$ cat src/common/imso_map.svh
/*
 * constants for the indexed move / software stack execution block:
 * opcode fields, special-register addresses, widths.
 * assumes: included by the package and the design files by bare name.
 */
`ifndef IMSO_MAP_SVH
`define IMSO_MAP_SVH

`define IMSO_ADDR_W        12
`define IMSO_OP_HI         8'he
`define IMSO_OP_MOVE       8'heb
`define IMSO_OP_PUSH       8'hea
`define IMSO_OP_SUB        8'he9
`define IMSO_SECOND_NIB    4'hf
`define IMSO_SEL_RET       2'h3
`define IMSO_SRC_ZERO      8'h00
`define IMSO_ADDR_PCL      12'hff9
`define IMSO_ADDR_RETURN_TOP_LOW     12'hffd
`define IMSO_ADDR_RETURN_TOP_HIGH     12'hffe
`define IMSO_ADDR_RETURN_TOP_UPPER     12'hfff
// indirect registers: five per pointer in three groups
`define IMSO_IND0_BASE     12'hfeb
`define IMSO_IND1_BASE     12'hfe3
`define IMSO_IND2_BASE     12'hfdb
`define IMSO_IND0_POST     12'hfef
`define IMSO_IND1_POST     12'hfe7
`define IMSO_IND2_POST     12'hfdf

`endif

$ cat src/common/imso_pkg.sv
/*
 * types for the indexed move / software stack execution block.
 * assumes: imso_map.svh on the include path.
 */
`default_nettype none
`include "imso_map.svh"
package imso_pkg;
    typedef logic [`IMSO_ADDR_W-1:0] imso_addr_t;

    typedef enum logic [1:0] {
        IMSO_IDLE   = 2'b00,
        IMSO_MOVE2  = 2'b01,
        IMSO_RETNOP = 2'b11
    } imso_state_e;

    // one instruction word from fetch/decode
    typedef struct packed {
        logic        valid;
        logic [15:0] word;
    } imso_instr_s;

    // data memory request
    typedef struct packed {
        logic       rd;
        logic       wr;
        imso_addr_t addr;
        logic [7:0] wdata;
    } imso_mem_s;

    // pointer register update
    typedef struct packed {
        logic       wr;
        logic [1:0] sel;
        imso_addr_t value;
    } imso_ptr_s;

    typedef struct packed {
        imso_state_e state;
        logic        ind_dest;
        imso_addr_t  src_addr;
        imso_mem_s   mem;
        imso_ptr_s   ptr;
        logic        ret;
        logic        busy;
        logic        illegal;
    } imso_st_s;
endpackage
`default_nettype wire

$ cat src/rtl/imso_addr_chk.sv
/*
 * classifies a data address: indirect-addressing register,
 * or protected program-counter / return-top register.
 * assumes: combinational, same clock domain as the user.
 */
`default_nettype none
`include "imso_map.svh"
module imso_addr_chk (
    // address in
    input  wire logic [`IMSO_ADDR_W-1:0] addr,
    // class out
    output logic                         is_indirect,
    output logic                         is_protected
);
    logic [2:0] hit;
    localparam logic [`IMSO_ADDR_W-1:0] BASE [3] =
        '{`IMSO_IND0_BASE, `IMSO_IND1_BASE, `IMSO_IND2_BASE};

    genvar g;
    generate
        for (g = 0; g < 3; g++) begin : g_grp
            // five indirect registers per pointer group
            assign hit[g] = (addr >= BASE[g]) && (addr <= BASE[g] + 12'h004);
        end
    endgenerate

    assign is_indirect  = |hit;
    assign is_protected = (addr == `IMSO_ADDR_PCL) || (addr == `IMSO_ADDR_RETURN_TOP_LOW)
                       || (addr == `IMSO_ADDR_RETURN_TOP_HIGH) || (addr == `IMSO_ADDR_RETURN_TOP_UPPER);
endmodule
`default_nettype wire

$ cat src/rtl/imso_exec.sv
/*
 * execution of the indexed move, push literal and pointer subtract
 * instructions of the extended set.
 * assumes: one instruction word per mclk cycle from decode; memory
 * read data answers in the same cycle that mem.rd is high; pointer values given live.
 */
`default_nettype none
`include "imso_map.svh"
module imso_exec (
    // clock and reset
    input  wire logic                   mclk,
    input  wire logic                   rst,
    // configuration
    input  wire logic                   extended_set_enable,
    // instruction stream
    input  wire imso_pkg::imso_instr_s  instr,
    // pointer registers
    input  wire imso_pkg::imso_addr_t   stack_pointer_reg,
    input  wire imso_pkg::imso_addr_t   file_select_reg0,
    input  wire imso_pkg::imso_addr_t   file_select_reg1,
    // memory read data
    input  wire logic [7:0]             mem_rdata,
    // outputs
    output var  imso_pkg::imso_mem_s    mem,
    output var  imso_pkg::imso_ptr_s    ptr,
    output logic                        ret_from_stack,
    output logic                        busy,
    output logic                        flags_wr,
    output logic                        illegal
);
    import imso_pkg::*;

    imso_st_s   st_r;
    imso_st_s   st_nxt;
    logic [7:0] op;
    logic [7:0] lo;
    imso_addr_t sum_src;
    imso_addr_t sum_dst;
    imso_addr_t dst;
    imso_addr_t sel_val;
    logic       src_ind;
    logic       dst_ind;
    logic       dst_prot;
    logic       abs_mode;

    assign op  = instr.word[15:8];
    assign lo  = instr.word[7:0];
    // pointer plus 7-bit offset wraps in the 4096-byte space
    assign sum_src = stack_pointer_reg + {5'h00, lo[6:0]};
    assign sum_dst = stack_pointer_reg + {5'h00, instr.word[6:0]};
    assign abs_mode = !st_r.ind_dest;
    assign dst = abs_mode ? instr.word[11:0] : sum_dst;

    always_comb begin
        unique case (lo[7:6])
            2'h0:    sel_val = file_select_reg0;
            2'h1:    sel_val = file_select_reg1;
            default: sel_val = stack_pointer_reg;
        endcase
    end

    imso_addr_chk u_src (
        .addr         (st_r.src_addr),
        .is_indirect  (src_ind),
        .is_protected ()
    );

    imso_addr_chk u_dst (
        .addr         (dst),
        .is_indirect  (dst_ind),
        .is_protected (dst_prot)
    );

    // ------------------------------------------------------------
    // next state
    // ------------------------------------------------------------
    always_comb begin
        st_nxt         = st_r;
        st_nxt.mem     = '0;
        st_nxt.ptr     = '0;
        st_nxt.ret     = 1'b0;
        st_nxt.busy    = 1'b0;
        st_nxt.illegal = 1'b0;
        unique case (st_r.state)
            IMSO_IDLE: begin
                if (instr.valid && extended_set_enable) begin
                    if (op == `IMSO_OP_MOVE) begin
                        // source read closes the first cycle
                        st_nxt.state    = IMSO_MOVE2;
                        st_nxt.ind_dest = lo[7];
                        st_nxt.src_addr = sum_src;
                        st_nxt.mem.rd   = 1'b1;
                        st_nxt.mem.addr = sum_src;
                        st_nxt.busy     = 1'b1;
                    end else if (op == `IMSO_OP_PUSH) begin
                        st_nxt.mem.wr    = 1'b1;
                        st_nxt.mem.addr  = stack_pointer_reg;
                        st_nxt.mem.wdata = lo;
                        st_nxt.ptr.wr    = 1'b1;
                        st_nxt.ptr.sel   = 2'h2;
                        st_nxt.ptr.value = stack_pointer_reg - 12'h001;
                    end else if (op == `IMSO_OP_SUB) begin
                        st_nxt.ptr.wr    = 1'b1;
                        st_nxt.ptr.sel   = (lo[7:6] == `IMSO_SEL_RET) ? 2'h2 : lo[7:6];
                        st_nxt.ptr.value = sel_val - {6'h00, lo[5:0]};
                        if (lo[7:6] == `IMSO_SEL_RET) begin
                            st_nxt.state = IMSO_RETNOP;
                            st_nxt.busy  = 1'b1;
                        end
                    end
                end
            end
            IMSO_MOVE2: begin
                st_nxt.state = IMSO_IDLE;
                if (instr.valid) begin
                    if (instr.word[15:12] != `IMSO_SECOND_NIB) begin
                        st_nxt.illegal = 1'b1;
                    end else if (dst_prot) begin
                        st_nxt.illegal = 1'b1;
                    end else if (!(st_r.ind_dest && dst_ind)) begin
                        st_nxt.mem.wr    = 1'b1;
                        st_nxt.mem.addr  = dst;
                        st_nxt.mem.wdata = src_ind ? `IMSO_SRC_ZERO : mem_rdata;
                    end
                end else begin
                    st_nxt.state = IMSO_MOVE2;
                    st_nxt.busy  = 1'b1;
                    // keep the source read up so its data still stands
                    st_nxt.mem.rd   = 1'b1;
                    st_nxt.mem.addr = st_r.src_addr;
                end
            end
            IMSO_RETNOP: begin
                // second cycle idles while the return target is fetched
                st_nxt.state = IMSO_IDLE;
                st_nxt.ret   = 1'b1;
            end
            default: st_nxt.state = IMSO_IDLE;
        endcase
    end

    always_ff @(posedge mclk) begin
        if (rst) begin
            st_r <= '0;
        end else begin
            st_r <= st_nxt;
        end
    end

    assign mem            = st_r.mem;
    assign ptr            = st_r.ptr;
    assign ret_from_stack = st_r.ret;
    assign busy           = st_r.busy;
    assign flags_wr       = 1'b0;
    assign illegal        = st_r.illegal;
endmodule
`default_nettype wire

$ cat config.mk
export PLATFORM = sky130hd
export DESIGN_NAME = imso_exec
export DESIGN_NICKNAME = d
export VERILOG_FILES = /design/src/common/imso_pkg.sv /design/src/rtl/imso_addr_chk.sv /design/src/rtl/imso_exec.sv
export VERILOG_INCLUDE_DIRS = /design/src /design/src/common
export SDC_FILE = /design/constraint.sdc
export NUM_CORES = 1
export LEC_CHECK = 0
export ABC_AREA = 1
export BUFFER_PORTS_ARGS = -buffer_cell sky130_fd_sc_hd__buf_2
export CORE_MARGIN = 2
export CORE_UTILIZATION = 55
export DETAILED_ROUTE_END_ITERATION = 8
export GPL_TIMING_DRIVEN = 1
export PLACE_DENSITY = 0.81
export SLEW_MARGIN = 20
export SYNTH_ARGS = -nofsm -noshare
export SYNTH_HDL_FRONTEND = slang
export SYNTH_SLANG_ARGS = --single-unit
$ cat constraint.sdc
create_clock -name mclk -period 4.4 [get_ports mclk]
set_clock_uncertainty 0.05 [all_clocks]
set_input_delay 0.88 -clock mclk [delete_from_list [all_inputs] [get_ports mclk]]
set_output_delay 0.88 -clock mclk [all_outputs]
set_load 0.005 [all_outputs]
Word level (Yosys, flattened, before mapping):

Cells that the tools add are included.
W data, S select, Z words.

* $add $sub $neg: 3
* magnitude comparators: 12
* eq/ne operators: 16
* multiplexer cells: 35
* bitwise gates (word level): 5
* reduce and logical (&&, ||, !) cells: 20

Operator list (count)
* $mux W21: 4
* $ge A12 B12 Y1 const B: 6
* $le A12 B12 Y1 const B: 6
* $mux W52: 1
* $eq A12 B12 Y1 const B: 4
* $pmux W22 S2: 1
* $mux W12: 3
* $mux W15: 2
* $eq A8 B8 Y1 const B: 3
* $pmux W12 S2: 1
* $mux W23: 1
* $mux W8: 2
* $mux W14: 1
* $add A12 B7 Y12: 1
* $mux W1: 12
* $sub A12 B1 Y12 const B: 1
* $sub A12 B6 Y12: 1
* $mux W2: 5
* $ne A3 B3 Y1 const B: 3
* $reduce_or A3 Y1: 3
* $logic_and A1 B1 Y1: 8
* $reduce_or A7 Y1: 1
* $not A1 Y1: 5
* $eq A2 B1 Y1 const B: 2
* 10 further kinds: 14

* flip-flop bits (word level): 55
* output and inout port bits: 41
* word-level logic and storage cells: 105

Longest topological paths before layout:

* depth after elaboration: 11
* mapped depth: 20

By module:

Synthesis repeated with hierarchy kept, for this count alone.

* cells, all modules: 638
* area, all modules: 4141.5 sq um

By module, submodules not included
* imso_exec: instances 1, cells each 590, area each 3928.8 sq um, seq. area each 1101.1 sq um
* imso_addr_chk: instances 2, cells each 24, area each 106.4 sq um, seq. area each 0.0 sq um

Worst setup path before layout:

OpenSTA, ideal clock, no wires.

* kind: input to register
* start: input instr[6] (netlist bit)
* end: register st_r (netlist bit ptr[8])
* library setup time: 132 ps
* arrival time: 2831 ps
* required time: 4218 ps
* setup slack: 1387 ps
* stages: 18
* path through: inv_1 -> nor2_1 -> inv_1 -> buf_2 -> o221ai_1 -> ha_1 -> fa_1 -> inv_1 -> nand2_1 -> nand2_1 -> a21oi_1 -> nor2_1 -> o21ai_0 -> nand2_1 -> nor3_1 -> or2_2 -> nand3_1 -> a21oi_1

* word-level cells in the longest chain between the ends: 5

Ends and longest elaborated chain
* from (decl): line imso_exec.sv:16 `input wire imso_pkg::imso_instr_s instr,`
* $eq A2 B1 Y1 / $logic_not A2 Y1 (equally long branches): line imso_exec.sv:55 `unique case (lo[7:6])`
* $pmux W12 S2 (*): line imso_exec.sv:55
* $sub A12 B6 Y12 (*): line imso_exec.sv:105 `st_nxt.ptr.value = sel_val - {6'h00, lo[5:0]};`
* $mux W15 (*): line imso_exec.sv:102 `` end else if (op == `IMSO_OP_SUB) begin ``
* $mux W15 (*): line imso_exec.sv:95 `` end else if (op == `IMSO_OP_PUSH) begin ``
* to (signal assigned): line imso_exec.sv:146 `st_r <= st_nxt;`
* to (decl): line imso_exec.sv:33 `imso_st_s st_r;`

Mark *: on every way between the ends. The rest lies on a longest branch, timed or not.
A chain may end at the register's enable or synchronous reset.

Worst setup path in the final report:

* start: input instr[7] (netlist bit)
* end: register st_r (netlist bit ptr[8])

The elaborated chain is that of the path after synthesis.

==> results.json <==
{
  "regToRegSetupSlack_ns": 1.51,
  "initial_core_util": 0.572,
  "setup_slack_ns": 0.946,
  "clockBufferDepth": 2,
  "area_growth_syn_to_layout_pct": 7.58,
  "worstSetupStartpointType": "input port",
  "leakage_nw": 2.28,
  "first_global_vias": 4255,
  "io_pins": 105,
  "diodes": 0,
  "dp_hpwl_mm": 11.6,
  "crit_fanout": 14,
  "yosys_warnings": 0,
  "dp_slack_ns": 0.696,
  "h-tree-depth": 2,
  "power.share.sequential": 0.459,
  "clk_latency_ns": 0.33,
  "period_needed_ns": 3.45,
  "placed_cell_area_um2": 4680,
  "ys_seq_area_frac": 0.248,
  "dr.pass1.iters": 6,
  "end_kind": "register",
  "synthTopCellsByArea": "dfxtp_1 25%, nand2_1 11%, inv_1 7.4%",
  "required_ns": 4.61,
  "worstPathArrival_ns": 3.66,
  "postCtsSetupBuffers": 0,
  "cts.sinks": 55,
  "switching_share": 0.352,
  "gr-total-overflow": 0,
  "gp_congestion": 1.02,
  "vias": 4512,
  "antenna_found_initial": 0,
  "crit_type": "in2reg",
  "clkTransAtPathRegs_ns": 0.11,
  "hp-class": "reg2reg",
  "rsz0062_at_grt": "no",
  "cts_resized": 0,
  "status": "finished clean",
  "synthCells": 656,
  "yosysTopAreaCellShare": 0.248,
  "slew_headroom": 0.399,
  "ys_types": 47,
  "grt_max_degree": 25,
  "syn_area_um2": 4440,
  "fin_crit_sh": 0.785,
  "layout-drive-gt1-share": 0.267,
  "drtAntennaViolNets": 0,
  "gr-usage-all-layers": 0.332,
  "synth_nets": 736,
  "routedWlPerCell_um": 17.6,
  "final_nets": 790,
  "holdBufCountCts": 0,
  "whs_ns": 0.410,
  "grt_pass1_wl_mm": 22.1,
  "stdcell_area_um2": 4780,
  "pwr-share-clk": 0.297,
  "hold_violations": 0,
  "drv_cap": 0,
  "drt-vias-per-instance": 5.55,
  "power.ir.vdd_worst_uv": 117,
  "clock.fmax_mhz": 290,
  "core_area_um2": 7770,
  "drt_iter0_markers": 360,
  "cts_made_buffers": 5,
  "ys_ff_latch": 55,
  "fin_total_pwr_mw": 1.09,
  "die_h_um": 93.9,
  "yosysTopAreaCell": "dfxtp_1",
  "fp-row-count": 32,
  "port_buffers": 103,
  "powerDensity_nw_per_um2": 227,
  "finalWirelength_mm": 14.3,
  "dieWidth_um": 93.9,
  "syn_avg_cell_area_um2": 6.77,
  "drv_slew": 0,
  "cts_tree": "built",
  "setup_viol": 0,
  "power.switching_uw": 383,
  "die-area_um2": 8810,
  "worst_pin_slew_ns": 0.897,
  "finalSetupTns_ns": 0,
  "p_int_uw": 703,
  "root_buffer": "clkbuf_8",
  "fill_cells": 786,
  "combPwrFrac": 0.244,
  "drc": 0
}
final cells by class:
class	count	area, um^2	area share
clock inverter	3	27.5	0.00576
tap	102	128	0.0267
sequential	55	1100	0.230
timing repair buffer	107	558	0.117
clock buffer	5	68.8	0.0144
inverter	90	338	0.0707
multi-input combinational	451	2560	0.535
power groups by stage:
stage / clock network (mW) / logic [mW] / registers (mW)
global placement: 0 / 0.255 / 0.510
finish: 0.322 / 0.265 / 0.498
floorplan: 0 / 0.168 / 0.509
CTS: 0.322 / 0.259 / 0.498
global route: 0.343 / 0.291 / 0.498
detailed placement: 0 / 0.258 / 0.510
path summary, 6_finish.rpt:
| path | from | to | cells after the start |
|---|---|---|---|
| max reg2reg | st_r[52] | mem[8] | 10 |
| max | instr[7] | ptr[8] | 17 |
| min reg2reg | st_r[53] | ret_from_stack | 2 |
| min | st_r[53] | ret_from_stack | 2 |
registers in the layout, summed over array words and instances (netlist names):
signal and count:
mem 22, ptr 15, st_r 15, busy 1, illegal 1, ret_from_stack 1
worst max-delay path, cell delays in order:
cell	delay, ns
buf_2	0.20
nor2_1	0.24
inv_1	0.24
o221ai_1	0.22
ha_1	0.22
fa_1	0.17
inv_1	0.05
nand2_1	0.07
nand2_1	0.06
a21oi_1	0.20
nor2_1	0.09
o21ai_0	0.21
nand2_1	0.10
nor3_1	0.33
or2_2	0.19
nand3_1	0.06
a21oi_1	0.15
cells in the final DEF (no fill, tap or decap), types with 7 or more instances in the layout:
cell type,instances
a21oi_1,44
a21oi_2,20
buf_2,103
dfxtp_1,55
ha_1,14
inv_1,88
nand2_1,129
nand2_2,11
nand3_1,36
nand3_2,27
nor2_1,60
nor2_2,7
nor3_1,13
o211ai_1,7
o21ai_0,23
logic make-up (layout without fill, tap and decap cells):
logic type,after synthesis,in the layout,synth area share
and+or+nand+nor,300,300,0.328
xor gates and xnor gates,8,8,0.0158
other,1,1,0.000844
buffers and inverters,150,205,0.176
DFF,55,55,0.248
AOI/OAI and AO/OA,126,126,0.183
adders and majority gates,16,16,0.0485
metrics by stage:
stage | cells | utilization
floorplan | 656 | -
global placement | 805 | 0.603
detailed placement | 805 | 0.603
CTS | 813 | 0.615
global route | 813 | 0.615
finish | 813 | 0.615
synth_stat cells, drive strengths merged:
| cell type | number |
|---|---|
| nand2 | 140 |
| inv | 90 |
| nor2 | 67 |
| a21oi | 64 |
| nand3 | 63 |
| dfxtp | 55 |
| buf | 53 |
| o21ai | 25 |
| ha | 14 |
| nor3 | 14 |
| o211ai | 7 |
| a22oi | 6 |
| clkbuf | 6 |
| nand4 | 6 |
| o21a | 6 |
| xor2 | 6 |
| o22ai | 5 |
| or2 | 5 |
| a211oi | 3 |
| nor4 | 3 |
| a221oi | 2 |
| fa | 2 |
| o21bai | 2 |
| o221ai | 2 |
| xnor2 | 2 |
| a21boi | 1 |
| a21o | 1 |
| a2bb2oi | 1 |
| a31oi | 1 |
| and2 | 1 |
| and3 | 1 |
| conb | 1 |
| dlymetal6s2s | 1 |
per-layer routing:
layer,vias up,track usage,wire length (um)
met2,211,0.543,6580
met4,0,0.120,469
li1,2201,-,-
met1,2065,0.440,6250
met5,-,0,0
met3,35,0.0530,1000
Note: power is estimated with default switching activity, not from simulation.
